[config.mk]
export PLATFORM = sky130hd
export DESIGN_NAME = external_bus_cycle_control
export DESIGN_NICKNAME = d
export VERILOG_FILES = /design/src/ebc_pkg.sv /design/src/external_bus_cycle_control.sv
export SDC_FILE = /design/constraint.sdc
export NUM_CORES = 1
export LEC_CHECK = 0
export BUFFER_PORTS_ARGS = -buffer_cell sky130_fd_sc_hd__clkbuf_2
export CORE_ASPECT_RATIO = 0.8
export CORE_MARGIN = 3
export CORE_UTILIZATION = 53
export CTS_BUF_LIST = sky130_fd_sc_hd__clkbuf_2 sky130_fd_sc_hd__clkbuf_4 sky130_fd_sc_hd__clkbuf_8
export CTS_CLUSTER_SIZE = 20
export DETAILED_ROUTE_END_ITERATION = 16
export PLACE_DENSITY = 0.88
export SYNTH_ARGS = -nofsm -noshare
export SYNTH_HDL_FRONTEND = slang
export SYNTH_SLANG_ARGS = --single-unit
[constraint.sdc]
create_clock -name ref_clk -period 3.84 [get_ports ref_clk]
set_input_delay 0.384 -clock ref_clk [delete_from_list [all_inputs] [get_ports ref_clk]]
set_output_delay 0.384 -clock ref_clk [all_outputs]
set_load 0.05 [all_outputs]
[src/ebc_pkg.sv]
// =============================================================
// External bus cycle control: shared constants
// =============================================================
// Constants for the bus sequencer and its configuration port.
// Assumes a single core clock domain of 125 MHz.
package ebc_pkg;
   // Register indices on the configuration port
   localparam logic [2:0] WIN_CFG0_IDX  = 3'h0;
   localparam logic [2:0] WIN_CFG3_IDX  = 3'h3;
   localparam logic [2:0] STATUS_IDX    = 3'h4;
   // Fields of window_timing_config
   localparam int AB_LONG_BIT  = 0;
   localparam int AB_EXT_LSB   = 1;
   localparam int C_LSB        = 3;
   localparam int D_BIT        = 5;
   localparam int E_LSB        = 6;
   localparam int F_LSB        = 11;
   localparam int RDY_EN_BIT   = 13;
   localparam int RDY_POL_BIT  = 14;
   localparam int RDY_ASYNC_BIT = 15;
   // Reset value of every window: 2+0 setup, 0 delay, 0 setup, 1 access
   localparam logic [15:0] WIN_CFG_RST = 16'h0001;
   // Bus clock half period in core cycles (160 ns period at 8 ns)
   localparam int BUS_CLOCK_PERIOD_NS = 160;
   localparam int CORE_PERIOD_NS      = 8;
   localparam int HALF_DIV = BUS_CLOCK_PERIOD_NS / CORE_PERIOD_NS / 2;
   // Bus sequencer states
   typedef enum logic [3:0] {
      ST_IDLE, ST_AB, ST_C, ST_D, ST_E, ST_F, ST_REL, ST_HELD, ST_REGAIN
   } bus_state_t;
endpackage : ebc_pkg

[src/external_bus_cycle_control.sv]
// =============================================================
// External bus cycle control
// =============================================================
// Sequencer for external bus cycles and bus arbitration.
// Assumes pins are asynchronous to ref_clk; requests come from core logic.
//
// The address-and-strobe port and the register offsets were left to the implementer.
`timescale 1ns/1ps
module external_bus_cycle_control #(
   parameter int HALF_DIV = ebc_pkg::HALF_DIV
) (
   // Clock and reset
   input  wire logic        ref_clk,
   input  wire logic        resetn,
   // Configuration port
   input  wire logic [2:0]  reg_addr,
   input  wire logic [15:0] reg_wdata,
   input  wire logic        reg_wr,
   input  wire logic        reg_rd,
   output logic      [15:0] reg_rdata,
   // Core request side
   input  wire logic        req_valid,
   input  wire logic        req_write,
   input  wire logic [1:0]  req_window,
   input  wire logic [23:0] req_addr,
   input  wire logic        req_ube_n,
   input  wire logic [15:0] req_wdata,
   output logic             req_taken,
   output logic             req_done,
   output logic      [15:0] req_rdata,
   // External bus pins
   output logic             bus_reference_clock,
   output logic      [23:0] bus_addr,
   output logic             upper_byte_enable_n,
   output logic             ale,
   output logic             rd_n,
   output logic             wr_n,
   output logic             ctrl_oe,
   output logic      [15:0] data_out,
   output logic             data_oe,
   input  wire logic [15:0] data_in,
   input  wire logic        ready_in,
   // Arbitration pins
   input  wire logic        hold_n,
   output logic             bus_hold_ack_n,
   output logic             bus_regain_request_n
);
   initial begin
      if (HALF_DIV < 2 || HALF_DIV > 255) $error("HALF_DIV out of range");
   end

   typedef struct packed {
      logic [7:0]             div;
      logic                   clk;
      ebc_pkg::bus_state_t    st;
      logic [4:0]             cnt;
      logic [1:0]             win;
      logic [1:0]             last_win;
      logic                   wr;
      logic [3:0][15:0]       cfg;
      logic [15:0]            rdata;
      logic [1:0]             hold_s;
      logic [2:0]             rdy_s;
      logic                   rdy_t;
      logic [15:0]            din_s1;
      logic [15:0]            din_s2;
      logic                   taken;
      logic                   done;
      logic [15:0]            req_rd;
      logic [23:0]            addr;
      logic                   ube_n;
      logic                   ale;
      logic                   rd_n;
      logic                   wr_n;
      logic                   ctrl_oe;
      logic [15:0]            dout;
      logic                   doe;
      logic                   ack_n;
      logic                   bus_regain_request_n_n;
   } ebc_state_t;

   ebc_state_t s_r;
   ebc_state_t s_nxt;

   // Current window fields
   logic [15:0] wc;
   logic        tick;
   logic        rdy_lvl;
   logic        rdy_act;
   logic [1:0]  ab_len;
   logic [2:0]  ab_tot;

   // Field decode of the window in use
   always_comb begin
      wc      = s_r.cfg[s_r.win];
      tick    = (s_r.div == 8'(HALF_DIV - 1)) && s_r.clk; // Bus clock period end
      rdy_lvl = wc[ebc_pkg::RDY_ASYNC_BIT] ? s_r.rdy_t : s_r.rdy_s[1];
      rdy_act = (rdy_lvl == wc[ebc_pkg::RDY_POL_BIT]);
      ab_len  = wc[ebc_pkg::AB_EXT_LSB +: 2];
      ab_tot  = 3'(wc[ebc_pkg::AB_LONG_BIT]) + 3'(1)
              + ((s_r.win != s_r.last_win) ? 3'(ab_len) : 3'(0));
   end

   // Next state of the whole block
   always_comb begin
      s_nxt        = s_r;
      s_nxt.taken  = 1'b0;
      s_nxt.done   = 1'b0;
      // Pin synchronisers; ready has a third stage for async mode
      s_nxt.hold_s = {s_r.hold_s[0], hold_n};
      s_nxt.rdy_s  = {s_r.rdy_s[1:0], ready_in};
      // Async ready is seen one bus period late: one wait state more
      if (tick) begin
         s_nxt.rdy_t = s_r.rdy_s[2];
      end
      s_nxt.din_s1 = data_in;
      s_nxt.din_s2 = s_r.din_s1;
      // Free running bus clock divider
      if (s_r.div == 8'(HALF_DIV - 1)) begin
         s_nxt.div = 8'h00;
         s_nxt.clk = ~s_r.clk;
      end else begin
         s_nxt.div = s_r.div + 8'h01;
      end
      // Configuration writes and reads
      s_nxt.rdata = 16'h0000;
      if (reg_wr && reg_addr <= ebc_pkg::WIN_CFG3_IDX) begin
         s_nxt.cfg[reg_addr[1:0]] = reg_wdata;
      end
      if (reg_rd) begin
         if (reg_addr <= ebc_pkg::WIN_CFG3_IDX) begin
            s_nxt.rdata = s_r.cfg[reg_addr[1:0]];
         end else if (reg_addr == ebc_pkg::STATUS_IDX) begin
            s_nxt.rdata = {10'h000, s_r.bus_regain_request_n_n, s_r.ack_n, 4'(s_r.st)};
         end
      end
      // Sequencer advances only at bus clock period ends
      if (tick) begin
         case (s_r.st)
            ebc_pkg::ST_IDLE: begin
               if (!s_r.hold_s[1]) begin
                  s_nxt.st  = ebc_pkg::ST_REL; // Hold only taken between cycles
                  s_nxt.rd_n = 1'b1;
                  s_nxt.wr_n = 1'b1;
                  s_nxt.ale  = 1'b0;
               end else if (req_valid) begin
                  s_nxt.taken = 1'b1;
                  s_nxt.win   = req_window;
                  s_nxt.wr    = req_write;
                  s_nxt.addr  = req_addr;
                  s_nxt.ube_n = req_ube_n;
                  s_nxt.dout  = req_wdata;
                  s_nxt.ale   = 1'b1;
                  s_nxt.st    = ebc_pkg::ST_AB;
                  s_nxt.cnt   = 5'h1f; // Reload after window is known
               end
            end
            ebc_pkg::ST_AB: begin
               if (s_r.cnt == 5'h1f) begin
                  s_nxt.cnt = 5'(ab_tot) - 5'h02; // First period already spent
                  if (ab_tot == 3'(1)) begin
                     s_nxt.cnt = 5'h00;
                  end
                  if (ab_tot == 3'(1)) begin
                     s_nxt.ale = 1'b0;
                     s_nxt.st  = ebc_pkg::ST_C;
                     s_nxt.cnt = 5'(wc[ebc_pkg::C_LSB +: 2]);
                  end
               end else if (s_r.cnt == 5'h00) begin
                  s_nxt.ale = 1'b0;
                  s_nxt.st  = ebc_pkg::ST_C;
                  s_nxt.cnt = 5'(wc[ebc_pkg::C_LSB +: 2]);
               end else begin
                  s_nxt.cnt = s_r.cnt - 5'h01;
               end
            end
            ebc_pkg::ST_C: begin
               // Count holds remaining delay periods, last one ends the phase
               if (s_r.cnt == 5'h01) begin
                  s_nxt.st  = ebc_pkg::ST_D;
                  s_nxt.cnt = 5'(wc[ebc_pkg::D_BIT]);
                  s_nxt.doe = s_r.wr;
                  if (!wc[ebc_pkg::D_BIT]) begin
                     s_nxt.st   = ebc_pkg::ST_E;
                     s_nxt.cnt  = wc[ebc_pkg::E_LSB +: 5];
                     s_nxt.rd_n = s_r.wr;
                     s_nxt.wr_n = ~s_r.wr;
                  end
               end else begin
                  s_nxt.cnt = s_r.cnt - 5'h01;
               end
            end
            ebc_pkg::ST_D: begin
               s_nxt.st   = ebc_pkg::ST_E;
               s_nxt.cnt  = wc[ebc_pkg::E_LSB +: 5];
               s_nxt.rd_n = s_r.wr;
               s_nxt.wr_n = ~s_r.wr;
            end
            ebc_pkg::ST_E: begin
               if (s_r.cnt != 5'h00) begin
                  s_nxt.cnt = s_r.cnt - 5'h01; // Mandatory waits
               end else if (!wc[ebc_pkg::RDY_EN_BIT] || rdy_act) begin
                  // Strobe rises on the edge that latches read data
                  s_nxt.rd_n   = 1'b1;
                  s_nxt.wr_n   = 1'b1;
                  s_nxt.req_rd = s_r.din_s2;
                  s_nxt.st     = ebc_pkg::ST_F;
                  s_nxt.cnt    = 5'(wc[ebc_pkg::F_LSB +: 2]);
                  if (wc[ebc_pkg::F_LSB +: 2] == 2'b00) begin
                     s_nxt.st       = ebc_pkg::ST_IDLE;
                     s_nxt.doe      = 1'b0;
                     s_nxt.done     = 1'b1;
                     s_nxt.last_win = s_r.win;
                  end
               end
               // Otherwise a ready wait state is inserted
            end
            ebc_pkg::ST_F: begin
               if (s_r.cnt == 5'h01) begin
                  s_nxt.st       = ebc_pkg::ST_IDLE;
                  s_nxt.doe      = 1'b0;
                  s_nxt.done     = 1'b1;
                  s_nxt.last_win = s_r.win;
               end else begin
                  s_nxt.cnt = s_r.cnt - 5'h01;
               end
            end
            ebc_pkg::ST_REL: begin
               // Controls were driven inactive for one period, now float
               s_nxt.ctrl_oe = 1'b0;
               s_nxt.ack_n   = 1'b0;
               s_nxt.st      = ebc_pkg::ST_HELD;
            end
            ebc_pkg::ST_HELD: begin
               s_nxt.bus_regain_request_n_n = ~req_valid;
               if (s_r.hold_s[1]) begin
                  s_nxt.st      = ebc_pkg::ST_REGAIN;
                  s_nxt.ack_n   = 1'b1;
                  s_nxt.bus_regain_request_n_n  = 1'b1;
               end
            end
            ebc_pkg::ST_REGAIN: begin
               s_nxt.ctrl_oe = 1'b1; // Drive inactive before next cycle
               s_nxt.rd_n    = 1'b1;
               s_nxt.wr_n    = 1'b1;
               s_nxt.ale     = 1'b0;
               s_nxt.st      = ebc_pkg::ST_IDLE;
            end
            default: begin
               s_nxt.st = ebc_pkg::ST_IDLE;
            end
         endcase
      end
      // A zero command delay closes the delay phase at once
      if (tick && s_r.st == ebc_pkg::ST_AB && s_nxt.st == ebc_pkg::ST_C
          && s_nxt.cnt == 5'h00) begin
         s_nxt.st  = ebc_pkg::ST_D;
         s_nxt.cnt = 5'(wc[ebc_pkg::D_BIT]);
         s_nxt.doe = s_r.wr;
         if (!wc[ebc_pkg::D_BIT]) begin
            s_nxt.st   = ebc_pkg::ST_E;
            s_nxt.cnt  = wc[ebc_pkg::E_LSB +: 5];
            s_nxt.rd_n = s_r.wr;
            s_nxt.wr_n = ~s_r.wr;
         end
      end
      // Read data updates at the strobe rise, ahead of the completion pulse if the F phase is nonzero
      if (!s_nxt.done) begin
         s_nxt.req_rd = (s_r.st == ebc_pkg::ST_E) ? s_nxt.req_rd : s_r.req_rd;
      end
   end

   // State register
   always_ff @(posedge ref_clk or negedge resetn) begin
      if (!resetn) begin
         s_r          <= '0;
         s_r.st       <= ebc_pkg::ST_IDLE;
         s_r.cfg      <= {4{ebc_pkg::WIN_CFG_RST}};
         s_r.hold_s   <= 2'b11;
         s_r.rd_n     <= 1'b1;
         s_r.wr_n     <= 1'b1;
         s_r.ube_n    <= 1'b1;
         s_r.ctrl_oe  <= 1'b1;
         s_r.ack_n    <= 1'b1;
         s_r.bus_regain_request_n_n   <= 1'b1;
      end else begin
         s_r <= s_nxt;
      end
   end

   // Outputs straight from the state register
   assign reg_rdata            = s_r.rdata;
   assign req_taken            = s_r.taken;
   assign req_done             = s_r.done;
   assign req_rdata            = s_r.req_rd;
   assign bus_reference_clock  = s_r.clk;
   assign bus_addr             = s_r.addr;
   assign upper_byte_enable_n  = s_r.ube_n;
   assign ale                  = s_r.ale;
   assign rd_n                 = s_r.rd_n;
   assign wr_n                 = s_r.wr_n;
   assign ctrl_oe              = s_r.ctrl_oe;
   assign data_out             = s_r.dout;
   assign data_oe              = s_r.doe;
   assign bus_hold_ack_n       = s_r.ack_n;
   assign bus_regain_request_n = s_r.bus_regain_request_n_n;
endmodule : external_bus_cycle_control

==> metrics.csv <==
metric;value;unit
maximum fanout along the worst path;9;
RD Place Congestion;0.9786;
antenna violations before repair;0;
Synth Net Count;949;
remaining max-slew budget at the tightest pin;30.73;%
Cell Chain, Critical Path;mux4_2 > nand2_1 > ha_1 > ha_1 > or3_1 > o21ai_0 > a221oi_1 > nor3_1 > and3_1 > o211ai_2 > o21ai_0;
wire length of the first global-routing pass;35020;um
most area-consuming cells after synthesis;sky130_fd_sc_hd__dfrtp_1 50%, sky130_fd_sc_hd__mux2_2 9.4%, sky130_fd_sc_hd__mux4_2 6.6%;
kind of start point of the critical path;register;
top cells by instance count after synthesis;195 x sky130_fd_sc_hd__dfrtp_1, 157 x sky130_fd_sc_hd__nand2_1, 82 x sky130_fd_sc_hd__mux2_2;
unrepaired setup endpoints after global routing;no;
r2r endpoint;s_r[191];
Syn Inst Count;854;
area of the die;0.02023;mm^2
Detailed Routing Iterations Pass 1;5;
critical path arrival;3.93;ns
area growth from synthesis to layout;14.42;%
Primary FF master, synth;sky130_fd_sc_hd__dfrtp_1;
violation count after the first detailed-route iteration;566;
number of port buffers;168;
die width;158.3;um
routed length per instance;17.88;um
worst supply voltage drop on vdd;0.3196;mV
Top Family by Delay on Critical Path;compound AO/OA/AOI/OAI gates;
start point of the critical path;s_r[187];
via density per instance;5.601;
number of nets in the layout;1070;
required time reported for the critical path endpoint;4.25;ns
critical register-to-register path startpoint;s_r[187];
placed cell count;1145;
H-Tree Level Count;2;
root buf cell;sky130_fd_sc_hd__clkbuf_8;
starting utilization of the core area;55.38;%
largest buffer count on any clock path;3;
Final Skew;0.01760;ns
Max Transition Viols Final;0;
final worst path period share;91.67;%
capture point of the worst path;s_r[191];
HPWL after DPL;15170;um
clock sinks;207;
kind of path behind the tightest hold check;in -> reg;
Post-synth EDFFs;0;
fraction of the yosys area taken by sequential cells;52.83;%
library cell contributing the largest single delay on the critical path;sky130_fd_sc_hd__mux4_2;
Post-Route WL;21840;um
Final Instance Count excl. Fillers;1222;
run status;finished, final reports clean;
count of buffering cells on the critical path with inverters included;0;
startpoint-to-endpoint class of the critical path;reg -> reg;
Final Power;0.005748;W
TritonCTS clock tree;yes;
Setup Total Neg Slack;0;ns
Remaining Overflow, GRT;0;
Remaining DRCs;0;
final hold vios;0;
share of synthesized cell area in and, or, nand and nor gates;13.49;%
Yosys top cell by area;sky130_fd_sc_hd__dfrtp_1;
number of standard-cell rows in the floorplan;43;
Placed Instance Area;0.01037;mm^2
number of global-route vias before repair;6807;
via count of the routed design;6845;
number of nets with antenna violations after detailed routing;0;
CP peak stage delay;0.53;ns
clk_lat worst skew;0.51;ns
number of cells on the critical path;11;
transition time at the pin with the least slew margin;1.038;ns
die height;127.8;um
shortest clock period the worst path allows after layout;3.520;ns
CTS Buf Count;34;
fraction of the mapped netlist area in adder cells;1.145;%
global-route usage over all layers;21.59;%
post-synthesis sequential element count;207;
number of cells on the worst reg-to-reg path;11;
proportion of register bits with asynchronous set or reset after synthesis;100.0;%
endpoints failing setup;0;
yosys synthesis warning count;0;
leakage power;5.417;nW
maximum achievable frequency;0.2841;GHz
area of the core;0.01775;mm^2
Post-Synth XOR/XNOR Area;1.247;%
crit end category;register;
layout cells sized above 1;38.21;%
Reg2Reg Setup Slack;0.32;ns
post-synthesis instance area;0.009833;mm^2
number of placed I/O pins;169;
pwr/cell area;510.9;mW/mm^2
Post-Layout Inst Area;0.01125;mm^2
number of max-cap violations;0;
post-CTS setup buffer count;0;
multiplexer share of the synthesized area;16.95;%
proportion of netlist area held by the largest area contributor;49.62;%
compound-cell area share of the yosys netlist;6.273;%
Clk pin slew, worst setup/hold paths;0.06;ns
dominant combinational cell family by area after synthesis;multiplexers;
mean instance size in the synthesized netlist;11.51;um^2
number of antenna cells inserted;0;
most repeated cell in the gate-level netlist after synthesis;sky130_fd_sc_hd__dfrtp_1;
startpoint of the lowest-slack hold path;req_wdata[9];
number of unique standard cell types used by synthesis;66;
pin count of the biggest net entering global routing;105;
[routing by layer]
metal	track usage (%)	part of all wire, %	vias to the layer above
met2	33.42	47	325
met4	5.716	1.6	0
met3	5.872	9.1	37
li1	-	-	3144
met1	30.45	42	3339
met5	0	0	-
[what timing repair did]
item                                    CTS  global route
gates resized for setup                   0             1
hold buffers                             19             0
endpoints found under the hold margin    28             0
endpoints found under the setup margin    0             4
[cells in the final DEF (no fill, tap or decap), types with 13 or more instances in the layout]
cell type / instances
sky130_fd_sc_hd__clkbuf_2: 167
sky130_fd_sc_hd__a21oi_1: 18
sky130_fd_sc_hd__nand2_1: 157
sky130_fd_sc_hd__inv_1: 20
sky130_fd_sc_hd__clkbuf_4: 13
sky130_fd_sc_hd__nand3_1: 13
sky130_fd_sc_hd__nor2_1: 24
sky130_fd_sc_hd__buf_4: 13
sky130_fd_sc_hd__o21ai_0: 21
sky130_fd_sc_hd__mux2_2: 82
sky130_fd_sc_hd__dlygate4sd3_1: 19
sky130_fd_sc_hd__clkbuf_8: 39
sky130_fd_sc_hd__dfrtp_1: 194
sky130_fd_sc_hd__nor2b_1: 16
sky130_fd_sc_hd__mux4_2: 29
[per-stage QoR]
step | hold slack (ns) | utilization (%) | setup slack, ns
floorplan | 0.08841 | - | 0.1248
global placement | 0.3330 | 58.43 | 0.3628
detailed placement | 0.3347 | 58.43 | 0.2437
CTS | 0.04297 | 63.36 | 0.2599
global route | 0.05163 | 63.37 | 0.08663
finish | 0.07408 | 63.37 | 0.3198
[worst register-to-register path, delay by kind of cell (launching register included)]
family                   cells  cell delay (ns)
adder cells (fa/ha/maj)      2             0.44
AND/OR/NAND/NOR              4             0.94
multiplexers                 1             0.53
flip-flops                   1             0.49
AO/OA/AOI/OAI                4             1.05
[state kept, by name, indices dropped and copies added, names as in the netlist]
register and cells:
s_r 105, bus_addr 24, s_nxt 19, data_out 16, reg_rdata 16, req_rdata 16
ale 1, bus_hold_ack_n 1, bus_reference_clock 1, bus_regain_request_n 1, ctrl_oe 1, data_oe 1
rd_n 1, req_done 1, req_taken 1, upper_byte_enable_n 1, wr_n 1
[power by group]
group	internal (W)	switching [W]	leakage [nW]
clock network	0.00110	0.000817	0.363
logic	0.000527	0.000703	2.47
registers	0.00242	0.000178	2.58
total	0.00405	0.00170	5.42
[cell families (layout without fill, tap and decap cells)]
| logic type | Yosys count | count (layout) |
|---|---|---|
| and+or+nand+nor | 278 | 278 |
| DFF | 207 | 207 |
| buffers and inverters | 136 | 279 |
| muxes | 119 | 119 |
| AOI/OAI and AO/OA | 91 | 91 |
| xor gates and xnor gates | 14 | 14 |
| adders and majority gates | 9 | 9 |
[how the worst min path moves through the flow]
stage                              to  cells past startpoint
final                     data_out[9]                      3
after CTS                 data_out[9]                      3
after global placement        s_r[75]                      0
after floorplan                   ale                      0
after global routing      data_out[9]                      3
after detailed placement      s_r[68]                      0
[layout make-up]
class | instances | area (um^2)
clock buffer | 51 | 620.6
clock inverter | 7 | 65.06
fill | 1375 | 6504
inverter | 20 | 75.07
multi-input combinational | 511 | 3855
sequential | 207 | 5196
tap | 225 | 281.5
timing repair buffer | 201 | 1157
No activity file was read; power rests on OpenSTA's default activity.
